===== src/core/sdrd_defs.vh =====
`ifndef SDRD_DEFS_VH
`define SDRD_DEFS_VH
// Command indices and frame layout.
`define SDRD_CMD_READ_SINGLE  6'h11
`define SDRD_CMD_READ_MULTI   6'h12
`define SDRD_CMD_STOP         6'h0c
`define SDRD_CMD_BITS         6'h30
`define SDRD_CMD_CRC_FIRST    6'h28
`define SDRD_CMD_LAST_BIT     6'h2f
`define SDRD_RSP_LAST_BIT     6'h2f
`define SDRD_CRC7_POLY        7'h09
// Card clock timing.
`define SDRD_GAP_MIN          4'h8
`define SDRD_STOP_TAIL        2'h2
`define SDRD_RSP_LIMIT        7'h40
`define SDRD_ACCESS_UNIT      16'h0064
`define SDRD_ACCESS_MARGIN    16'h0040
// Data block layout.
`define SDRD_BLOCK_BYTES      10'h200
`define SDRD_CRC_EDGES        5'h11
`define SDRD_IRQ_SAMPLE_EDGE  2'h2
`endif


===== src/core/sdrd_host.v =====
// Contract
// RQ1 - A read starts with a read command carrying the start address as argument.
// RQ2 - The card answers every command with a normal response on the command line.
// RQ3 - Read data begins after the access delay from the command's last bit.
// RQ4 - Multi-block reads stream blocks back to back until a stop command.
// RQ5 - Data ends two card clocks after the stop command's end bit.
// RQ6 - At least 8 card clocks after a response or command before the next command.
// RQ7 - Access time comes from the field at bits 111 to 104, times 100 clocks.
// RQ8 - In one-bit mode the card holds data line one low to interrupt.
// RQ9 - In one-bit mode raise the interrupt while data line one is low.
// RQ10 - In four-bit mode sample data line one only in the interrupt period.
// RQ11 - The interrupt period falls only at each 512-byte block boundary.
// RQ12 - Read pause freezes the transfer counters while commands still go out.
// RQ13 - Leaving read pause resumes the transfer with the frozen values intact.
`include "sdrd_defs.vh"
module sdrd_host (
  input  wire        core_clk,
  input  wire        reset,
  input  wire        card_clk,
  input  wire        card_command_line_in,
  output reg         card_command_line_out,
  output reg         card_command_line_oe,
  input  wire [3:0]  card_data_in,
  input  wire        read_start,
  input  wire [31:0] read_address,
  input  wire        read_multi,
  input  wire        wide_bus,
  input  wire [7:0]  clocked_access_time_field,
  input  wire        read_pause_mode,
  input  wire        stop_request,
  output wire [7:0]  read_data,
  output wire        read_valid,
  input  wire        read_ready,
  output wire        card_clk_run,
  output wire        card_irq,
  output reg         busy,
  output reg         access_timeout,
  output reg         response_timeout
);
  localparam [4:0] C_IDLE = 5'h01;
  localparam [4:0] C_TX   = 5'h02;
  localparam [4:0] C_WAIT = 5'h04;
  localparam [4:0] C_RX   = 5'h08;
  localparam [4:0] C_GAP  = 5'h10;
  localparam [3:0] D_IDLE = 4'h1;
  localparam [3:0] D_WAIT = 4'h2;
  localparam [3:0] D_RX   = 4'h4;
  localparam [3:0] D_CRC  = 4'h8;

  reg  [2:0]  clk_sync;
  reg  [2:0]  cmd_sync;
  reg  [2:0]  dat_sync [0:3];
  reg         clk_lvl;
  reg         cmd_lvl;
  reg  [3:0]  dat_lvl;
  wire        clk_agree = (clk_sync[1] == clk_sync[2]);
  wire        rise = clk_agree & clk_sync[2] & ~clk_lvl;
  wire        fall = clk_agree & ~clk_sync[2] & clk_lvl;

  genvar g;
  generate
    for (g = 0; g < 4; g = g + 1) begin : dat_sync_gen
      always @(posedge core_clk) begin
        if (reset) begin
          dat_sync[g] <= 3'h7;
          dat_lvl[g]  <= 1'b1;
        end else begin
          dat_sync[g] <= {dat_sync[g][1:0], card_data_in[g]};
          if (dat_sync[g][1] == dat_sync[g][2])
            dat_lvl[g] <= dat_sync[g][2];
        end
      end
    end
  endgenerate

  always @(posedge core_clk) begin
    if (reset) begin
      clk_sync <= 3'h0;
      cmd_sync <= 3'h7;
      clk_lvl  <= 1'b0;
      cmd_lvl  <= 1'b1;
    end else begin
      clk_sync <= {clk_sync[1:0], card_clk};
      cmd_sync <= {cmd_sync[1:0], card_command_line_in};
      if (clk_agree)
        clk_lvl <= clk_sync[2];
      if (cmd_sync[1] == cmd_sync[2])
        cmd_lvl <= cmd_sync[2];
    end
  end

  function [6:0] crc7_step;
    input [6:0] crc;
    input       bit_in;
    begin
      crc7_step = {crc[5:0], 1'b0} ^ ((bit_in ^ crc[6]) ? `SDRD_CRC7_POLY : 7'h00);
    end
  endfunction

  // Command engine.
  reg  [4:0]  cstate;
  reg  [39:0] cmd_shift;
  reg  [6:0]  cmd_crc;
  reg  [5:0]  cmd_bit;
  reg  [3:0]  gap_cnt;
  reg  [6:0]  rsp_wait;
  reg         cmd_is_stop;
  reg         stop_pending;
  reg         stop_sent;
  reg  [1:0]  stop_tail;
  reg  [3:0]  dstate;
  wire        gap_done = (gap_cnt >= `SDRD_GAP_MIN);

  always @(posedge core_clk) begin
    if (reset) begin
      cstate                <= C_IDLE;
      cmd_shift             <= 40'h0;
      cmd_crc               <= 7'h00;
      cmd_bit               <= 6'h00;
      gap_cnt               <= `SDRD_GAP_MIN;
      rsp_wait              <= 7'h00;
      cmd_is_stop           <= 1'b0;
      stop_pending          <= 1'b0;
      stop_sent             <= 1'b0;
      card_command_line_out <= 1'b1;
      card_command_line_oe  <= 1'b0;
      response_timeout      <= 1'b0;
    end else begin
      stop_sent <= 1'b0;
      if (stop_request && read_multi && busy && !cmd_is_stop)
        stop_pending <= 1'b1;
      if (rise && gap_cnt != 4'hf)
        gap_cnt <= gap_cnt + 4'h1;
      case (cstate)
        C_IDLE: begin
          if (read_start && !busy && gap_done) begin
            cmd_shift <= {2'b01, (read_multi ? `SDRD_CMD_READ_MULTI :
                                   `SDRD_CMD_READ_SINGLE), read_address}; // [RQ1]
            cmd_is_stop      <= 1'b0;
            response_timeout <= 1'b0;
            cmd_bit          <= 6'h00;
            cmd_crc          <= 7'h00;
            cstate           <= C_TX;
          end else if (stop_pending && gap_done) begin // [RQ6] [RQ12]
            cmd_shift    <= {2'b01, `SDRD_CMD_STOP, 32'h0};
            cmd_is_stop  <= 1'b1;
            stop_pending <= 1'b0;
            cmd_bit      <= 6'h00;
            cmd_crc      <= 7'h00;
            cstate       <= C_TX;
          end
        end
        C_TX: begin
          if (fall) begin
            card_command_line_oe <= 1'b1;
            if (cmd_bit < `SDRD_CMD_CRC_FIRST) begin
              card_command_line_out <= cmd_shift[39];
              cmd_crc   <= crc7_step(cmd_crc, cmd_shift[39]);
              cmd_shift <= {cmd_shift[38:0], 1'b0};
            end else if (cmd_bit < `SDRD_CMD_LAST_BIT) begin
              card_command_line_out <= cmd_crc[6];
              cmd_crc <= {cmd_crc[5:0], 1'b0};
            end else begin
              card_command_line_out <= 1'b1;
            end
            cmd_bit <= cmd_bit + 6'h01;
            if (cmd_bit == `SDRD_CMD_BITS) begin
              card_command_line_oe  <= 1'b0;
              card_command_line_out <= 1'b1;
              stop_sent <= cmd_is_stop;
              gap_cnt   <= 4'h0; // [RQ6]
              rsp_wait  <= 7'h00;
              cstate    <= C_WAIT;
            end
          end
        end
        C_WAIT: begin
          if (rise) begin
            if (!cmd_lvl) begin // [RQ2]
              cmd_bit <= 6'h01;
              cstate  <= C_RX;
            end else if (rsp_wait == `SDRD_RSP_LIMIT) begin
              response_timeout <= 1'b1;
              gap_cnt          <= 4'h0;
              cstate           <= C_GAP;
            end else begin
              rsp_wait <= rsp_wait + 7'h01;
            end
          end
        end
        C_RX: begin
          if (rise) begin
            cmd_bit <= cmd_bit + 6'h01;
            if (cmd_bit == `SDRD_RSP_LAST_BIT) begin
              gap_cnt <= 4'h0; // [RQ6]
              cstate  <= C_GAP;
            end
          end
        end
        C_GAP: begin
          if (gap_done)
            cstate <= C_IDLE;
        end
        default: cstate <= C_IDLE;
      endcase
    end
  end

  // Two-entry buffer; a full buffer gates the card clock so no byte is dropped.
  reg  [7:0]  buf_mem [0:1];
  reg         buf_wr;
  reg         buf_rd;
  reg  [1:0]  buf_cnt;
  reg         byte_push;
  reg  [7:0]  byte_shift;
  wire        buf_in_ready = (buf_cnt != 2'h2);
  wire        buf_pop = read_valid & read_ready;
  assign read_valid   = (buf_cnt != 2'h0);
  assign read_data    = buf_mem[buf_rd];
  assign card_clk_run = (buf_cnt == 2'h0) | (buf_cnt == 2'h1 & ~byte_push);

  always @(posedge core_clk) begin
    if (reset) begin
      buf_wr     <= 1'b0;
      buf_rd     <= 1'b0;
      buf_cnt    <= 2'h0;
      buf_mem[0] <= 8'h00;
      buf_mem[1] <= 8'h00;
    end else begin
      if (byte_push && buf_in_ready) begin
        buf_mem[buf_wr] <= byte_shift;
        buf_wr <= ~buf_wr;
      end
      if (buf_pop)
        buf_rd <= ~buf_rd;
      buf_cnt <= buf_cnt + {1'b0, byte_push & buf_in_ready} - {1'b0, buf_pop};
    end
  end

  // Data engine.
  reg  [15:0] access_cnt;
  reg  [9:0]  byte_cnt;
  reg  [2:0]  bit_cnt;
  reg  [4:0]  crc_cnt;
  reg  [1:0]  irq_edge;
  reg         irq_window;
  reg         irq_wide;
  reg         stopping;
  wire [15:0] access_limit = clocked_access_time_field * `SDRD_ACCESS_UNIT
                             + `SDRD_ACCESS_MARGIN; // [RQ7]
  wire        data_start = wide_bus ? (dat_lvl == 4'h0) : ~dat_lvl[0];
  wire        data_tick = rise & ~read_pause_mode; // [RQ12] [RQ13]

  always @(posedge core_clk) begin
    if (reset) begin
      dstate         <= D_IDLE;
      busy           <= 1'b0;
      access_cnt     <= 16'h0;
      byte_cnt       <= 10'h0;
      bit_cnt        <= 3'h0;
      crc_cnt        <= 5'h0;
      byte_shift     <= 8'h00;
      byte_push      <= 1'b0;
      irq_edge       <= 2'h0;
      irq_window     <= 1'b0;
      irq_wide       <= 1'b0;
      stopping       <= 1'b0;
      stop_tail      <= 2'h0;
      access_timeout <= 1'b0;
    end else begin
      if (buf_in_ready)
        byte_push <= 1'b0;
      if (stop_sent) begin
        stopping  <= 1'b1;
        stop_tail <= 2'h0;
      end else if (stopping && rise) begin
        stop_tail <= stop_tail + 2'h1;
        if (stop_tail + 2'h1 == `SDRD_STOP_TAIL) begin // [RQ5]
          stopping <= 1'b0;
          dstate   <= D_IDLE;
          busy     <= 1'b0;
        end
      end
      if (irq_window && data_tick) begin
        irq_edge <= irq_edge + 2'h1;
        if (irq_edge + 2'h1 == `SDRD_IRQ_SAMPLE_EDGE) begin
          irq_wide   <= ~dat_lvl[1]; // [RQ10] [RQ11]
          irq_window <= 1'b0;
        end
      end
      case (dstate)
        D_IDLE: begin
          if (read_start && !busy && cstate == C_IDLE && gap_done) begin
            busy           <= 1'b1;
            access_timeout <= 1'b0;
            access_cnt     <= 16'h0;
            dstate         <= D_WAIT;
          end
        end
        D_WAIT: begin
          if (data_tick && !stopping) begin
            if (data_start) begin // [RQ3] [RQ4]
              byte_cnt <= 10'h0;
              bit_cnt  <= 3'h0;
              dstate   <= D_RX;
            end else if (cstate != C_TX && access_cnt >= access_limit) begin
              access_timeout <= 1'b1;
              busy           <= 1'b0;
              dstate         <= D_IDLE;
            end else if (cstate != C_TX) begin
              access_cnt <= access_cnt + 16'h1;
            end
          end
        end
        D_RX: begin
          if (data_tick && !stopping) begin
            if (wide_bus) begin
              byte_shift <= {byte_shift[3:0], dat_lvl};
              bit_cnt    <= bit_cnt + 3'h4;
            end else begin
              byte_shift <= {byte_shift[6:0], dat_lvl[0]};
              bit_cnt    <= bit_cnt + 3'h1;
            end
            if (bit_cnt == (wide_bus ? 3'h4 : 3'h7)) begin
              byte_push <= 1'b1;
              byte_cnt  <= byte_cnt + 10'h1;
              if (byte_cnt == `SDRD_BLOCK_BYTES - 10'h1) begin
                crc_cnt <= 5'h0;
                dstate  <= D_CRC;
              end
            end
          end
        end
        D_CRC: begin
          if (data_tick && !stopping) begin
            crc_cnt <= crc_cnt + 5'h1;
            if (crc_cnt == `SDRD_CRC_EDGES - 5'h1) begin
              irq_window <= wide_bus; // [RQ11]
              irq_edge   <= 2'h0;
              access_cnt <= 16'h0;
              if (read_multi) begin
                dstate <= D_WAIT; // [RQ4]
              end else begin
                dstate <= D_IDLE;
                busy   <= 1'b0;
              end
            end
          end
        end
        default: dstate <= D_IDLE;
      endcase
    end
  end

  // One-bit mode follows the line directly; the line carries no data there.
  assign card_irq = wide_bus ? irq_wide : ~dat_lvl[1]; // [RQ8] [RQ9]
endmodule // sdrd_host


===== config.mk =====
export PLATFORM = sky130hd
export DESIGN_NAME = sdrd_host
export DESIGN_NICKNAME = d
export VERILOG_FILES = /design/src/core/sdrd_host.v
export VERILOG_INCLUDE_DIRS = /design/src /design/src/core
export SDC_FILE = /design/constraint.sdc
export NUM_CORES = 1
export LEC_CHECK = 0
export BUFFER_PORTS_ARGS = -buffer_cell sky130_fd_sc_hd__buf_2
export CAP_MARGIN = 20
export CORE_MARGIN = 2
export CORE_UTILIZATION = 44
export CTS_CLUSTER_DIAMETER = 120
export CTS_CLUSTER_SIZE = 16
export DETAILED_ROUTE_END_ITERATION = 8
export GPL_TIMING_DRIVEN = 0
export SLEW_MARGIN = 5
export SYNTH_ARGS = -nofsm -noshare
export SYNTH_HDL_FRONTEND = slang
export SYNTH_SLANG_ARGS = --single-unit

===== constraint.sdc =====
create_clock -name core_clk -period 4.31 [get_ports core_clk]
set_input_delay 0.2155 -clock core_clk [delete_from_list [all_inputs] [get_ports core_clk]]
set_output_delay 0.2155 -clock core_clk [all_outputs]
set_load 0.01 [all_outputs]

-- After elaboration in Yosys (flattened, before gate mapping)
Memories as Yosys holds them, arrays and structs flattened. A register that Yosys moved wholly into a read port is not among the register bits.
Index checks and enable logic that the tools add are counted.
- bitwise operators: 26
- muxes and demuxes: 149
- order comparisons: 4
- multiply operators: 1
- $add $sub $neg: 13
- equal/unequal tests: 54
- reductions and logical operators: 50
- operators with widths (operator ; number):
    $mux W40 ; 4
    $mux W16 ; 7
    $mux W4 ; 21
    $pmux W40 S2 ; 1
    $mux W5 ; 14
    $mux W7 ; 10
    $mux W1 ; 52
    $ne A2 B2 Y1 const B ; 25
    $pmux W16 S3 ; 1
    $mux W10 ; 4
    $mux W6 ; 6
    $pmux W7 S2 ; 2
    $pmux W5 S5 ; 1
    $mux W3 ; 8
    $pmux W6 S4 ; 1
    $pmux W10 S2 ; 1
    $reduce_and A5 Y1 ; 4
    $reduce_bool A2 Y1 ; 10
    $add A15 B7 Y16 const B ; 1
    $add A16 B1 Y16 const B ; 1
    $ge A16 B16 Y1 ; 1
    $mux W8 ; 2
    $pmux W4 S4 ; 1
    $reduce_and A8 Y1 ; 2
    other kinds (55) ; 117
- word-level logic and storage cells: 336
- RAM bits: 28
- memories kept: 2
- flip-flop bits (word level): 147
- memory list (name ; words ; width ; rd ports ; clocked after memory_dff ; wr ports ; line ; RTL):
    buf_mem ; 2 ; 8 ; 1 ; 1 ; 2 ; sdrd_host.v:210 ; reg [7:0] buf_mem [0:1];
    dat_sync ; 4 ; 3 ; 4 ; 0 ; 4 ; sdrd_host.v:52 ; reg [2:0] dat_sync [0:3];

-- Longest topological paths before layout
- depth in word-level cells: 10
- depth in mapped cells: 20

-- Worst setup path after synthesis
No wires, ideal clock.
- path kind: input -> register
- from: input port clocked_access_time_field[3]
- to: register access_cnt[10]
- slack: -0.150 ns
- path buffers: 0
- setup time: 0.072 ns
- arrival time: 4.388 ns
- stages: 18
- path through: ha_1 -> ha_1 -> inv_1 -> fa_1 -> inv_1 -> ha_1 -> nor2_1 -> a21oi_1 -> a311oi_1 -> xnor2_1 -> and3_1 -> xnor2_1 -> ha_1 -> and4_1 -> a221oi_1 -> o21ai_1 -> a2111oi_0 -> mux2i_1
- cells in the longest elaborated chain, start to end: 6
- RTL lines (item ; line ; RTL):
    start: declaration ; sdrd_host.v:28 ; input wire [7:0] clocked_access_time_field,
    $mul A8 B5 Y13 (no line) ; -- ;
    $add A15 B7 Y16 (no line) ; -- ;
    $ge A16 B16 Y1 ; sdrd_host.v:306 ; end else if (cstate != C_TX && access_cnt >= access_limit) begin
    $logic_and A1 B1 Y1 ; sdrd_host.v:306 ;
    $ne A2 B2 Y1 (no line) ; -- ;
    $reduce_and A8 Y1 (no line) ; -- ;
    end signal: assignment ; sdrd_host.v:311 ; access_cnt <= access_cnt + 16'h1;
    end: declaration ; sdrd_host.v:241 ; reg [15:0] access_cnt;
Every way passes these cells.
A chain may end at the register's enable or synchronous reset.

-- Worst setup path in the final report
- from: input port clocked_access_time_field[2]
- to: register access_cnt[13]
Same word-level chain as after synthesis.

==> flow_metrics.py <==
metrics = {
    "final_layout": {
        "regArea_sq_um": 3680,
        "multi_input_area_sq_um": 5530,
        "final_cell_area_sq_um": 11000,
        "layout_common_cells": "160 x dfxtp_1, 113 x nand2_1, 110 x nor2_1",
        "final_common_cell": "dfxtp_1",
        "syn_to_final_growth_pct": 16.3,
        "finalNonFillerCells": 1464,
        "nNetsFinal": 1295,
        "drive_above_1_share_pct": 16.7,
        "nFillCells": 1985,
        "diodes": 0,
    },
    "synth": {
        "synth_flop_cell": "dfxtp_1",
        "yosys-mux-area-fraction_pct": 4.02,
        "synth_top_family_by_area": "simple AND/OR/NAND/NOR gates",
        "yosys_warnings": 0,
        "synth_edf_count": 16,
        "synth_nets": 1196,
        "synth-compound-area-share_pct": 14.4,
        "syn_inst": 1077,
        "ys_seq_area_share_pct": 38.9,
        "synth-simple-area-share_pct": 25.4,
        "syn_area_per_cell_sq_um": 8.78,
        "yosys.area_share.xor_xnor_pct": 3.80,
        "syn_area_sq_um": 9460,
        "async_reset_ff_share_pct": 0,
        "synthAdderAreaFrac_pct": 8.83,
        "ys_seq_elements": 176,
        "synth_cell_type_count": 78,
    },
    "worst_hold_path": {
        "holdCritPathClass": "input pin to flop",
    },
    "die": {
        "die_y_um": 151,
        "die-width_um": 151,
        "initial_core_util_pct": 44.9,
        "ioPinCount": 70,
        "die_area_sq_um": 22700,
        "coreArea_sq_um": 21100,
        "rows": 53,
    },
    "route": {
        "first_pass_iters": 5,
        "via_per_inst": 5.33,
        "drc": 0,
        "wl_per_cell_um": 14.8,
        "drt-total-wl_um": 21600,
        "vias": 7800,
        "antenna_left": 0,
        "first_iter_violations": 390,
    },
    "placed_design": {
        "dpl_cell_area_sq_um": 10200,
        "hpwl_um": 15700,
        "gp_congestion": 0.841,
        "portBuffers": 68,
        "dp_slack_ns": -0.584,
        "dp.cells": 1421,
    },
    "cts": {
        "cts_sinks": 176,
        "cts-root-buf": "clkbuf_16",
        "insertion_delay_ns": 0.43,
        "cts-htree-levels": 4,
        "cts_made_buffers": 17,
        "clk_pin_slew_ns": 0.08,
        "cts_tree": "yes",
        "cts_buffer_depth": 2,
    },
    "worst_setup_path": {
        "crit_fanout": 6,
        "path_class": "input pin to flop",
        "cp-end-kind": "flop",
        "path_cells": "buf_2 > ha_1 > ha_4 > fa_1 > ha_4 > nand2b_1 > a21oi_2 > a311oi_2 > buf_4 > xnor2_2 > nand4_1 > xor2_1 > ha_1 > and4_1 > a221oi_2 > o21ai_2 > buf_6 > a2111oi_4 > mux2i_1",
        "required_ns": 4.68,
        "worstSetupStartpointType": "input pin",
        "crit_slowest_cell": "fa_1",
        "max_stage_delay_ns": 0.44,
        "worst_ep_arrival_time_ns": 4.47,
    },
    "power_and_ir_drop": {
        "pwr-share-clk_pct": 29.7,
        "ir_drop_uv": 274,
        "p_int_uw": 3250,
        "p_seq_share_pct": 37.5,
        "p_sw_share_pct": 36.3,
        "switching_power_uw": 1850,
        "pwr-share-comb_pct": 32.8,
        "power_per_cell_area_nw_per_um2": 464,
        "p_leak_uw": 0.00420,
        "p_total_uw": 5100,
    },
    "global_routing": {
        "grt_pass1_vias": 6961,
        "grt_start_max_net_pins": 19,
        "antenna_found_initial": 0,
        "overflow": 0,
        "grt_usage_pct": 19.1,
        "grt_pass1_wl_um": 34700,
    },
    "timing": {
        "hold_slack_ns": 0.0527,
        "finClkSkew_ns": 0.0124,
        "fmax_ghz": 0.244,
        "layout_min_cycle_time_ns": 4.11,
        "fin_crit_sh_pct": 95.3,
        "max_slew_margin_pct": 43.8,
        "drv_slew": 0,
        "setup_violations": 0,
        "hold_viol": 0,
        "tightest_slew_ns": 0.841,
        "fin_ws_ns": 0.204,
    },
    "flow_run": {
        "maxCapViolations": 0,
    },
    "status": {
        "status": "finished clean",
    },
}
-- state kept, by name (all words and copies together) (netlist names), 7 cells and up, named ones only --
name and count:
cmd_crc 7, access_cnt 16, cmd_shift 40, byte_shift 8, rsp_wait 7, byte_cnt 10
buf_mem 16, dat_sync 12
-- worst max-delay path, delay by kind of cell --
kind                     cells  cell delay [ns]
AO/OA/AOI/OAI                5             1.13
adder cells (fa/ha/maj)      5             1.69
multiplexers                 1             0.21
XOR/XNOR                     2             0.39
AND/OR/NAND/NOR              3             0.39
buffers and inverters        3             0.46
-- final cells by class --
type / count / area share [%]
buffer: 57 / 2.40
clock buffer: 17 / 3.87
clock inverter: 15 / 1.27
inverter: 45 / 1.54
multi-input combinational: 799 / 50.2
sequential: 176 / 33.5
tap: 275 / 3.13
timing repair buffer: 80 / 4.11
-- power by group through the flow --
stage          clock network, uW  logic [uW]  registers (uW)
2_1_floorplan                  0        1230            1930
5_1_grt                     1600        1890            1940
3_5_place_dp                   0        1600            1950
4_1_cts                     1540        1620            1920
3_3_place_gp                   0        1580            1950
6_report                    1510        1670            1920
-- cell usage after synthesis (6+ instances only) --
cell,number,area [sq um]
nand2b_1,17,106
o211ai_1,6,45.0
buf_2,13,65.1
a21oi_1,60,300
nand4_1,11,68.8
nand3_1,71,355
and3_1,16,100
nor2_1,110,413
or3_1,12,75.1
xnor2_1,20,175
inv_1,44,165
dfxtp_1,160,3200
a311oi_1,35,307
mux2_2,8,90.1
mux2i_1,29,290
edfxtp_1,16,480
nand2_1,113,424
nor3_1,19,95.1
xor2_1,21,184
and2_1,24,150
ha_1,62,776
buf_4,6,45.0
nand3b_1,6,45.0
a211oi_1,18,135
or2_2,18,113
clkbuf_1,35,131
nor2b_1,9,56.3
o21ai_0,28,140
-- final timing paths --
path,start,end,slack [ns],cells past startpoint
worst max register to register,access_cnt[2]$_SDFFE_PP0P_,access_cnt[13]$_SDFFE_PP0P_,1.66,9
worst min-delay path,read_address[13],cmd_shift[13]$_SDFFE_PP0P_,0.05,3
worst min register to register,dat_sync[2][0]$_SDFF_PP1_,dat_sync[2][1]$_SDFF_PP1_,0.41,1
worst max-delay path,clocked_access_time_field[2],access_cnt[13]$_SDFFE_PP0P_,0.20,19
-- per-stage QoR --
| step | utilization (%) | TNS [ns] |
|---|---|---|
| 2_1_floorplan | - | -0.128 |
| 3_3_place_gp | 48.2 | -8.63 |
| 3_5_place_dp | 48.2 | -9.53 |
| 4_1_cts | 51.3 | 0 |
| 5_1_grt | 52.2 | -0.0749 |
| 6_report | 52.2 | 0 |
-- cell families after synthesis --
logic type | count (synthesis)
flops | 176
simple gates | 463
xor+xnor | 41
compound gates | 193
fa+ha+maj | 65
mux | 37
buf+inv | 102
-- timing repair --
item | 4_1_cts | 5_1_grt
hold buffers | 6 | 0
gates resized for setup | 3 | 23
buffers inserted | 1 | 4
setup endpoints to repair | 13 | 20
endpoints found under the hold margin | 6 | 0
pin swaps | 0 | 18
-- per-layer routing --
metal | up-vias | track usage [%] | wire length [um] | share of wire [%]
met5 | - | 0 | 0 | 0
met4 | 0 | 6.64 | 364 | 1.7
met3 | 21 | 2.64 | 545 | 2.5
met2 | 92 | 29.8 | 9850 | 46
met1 | 3663 | 27.2 | 10800 | 50
li1 | 4024 | - | - | -
No activity file was read; power rests on OpenSTA's default activity.
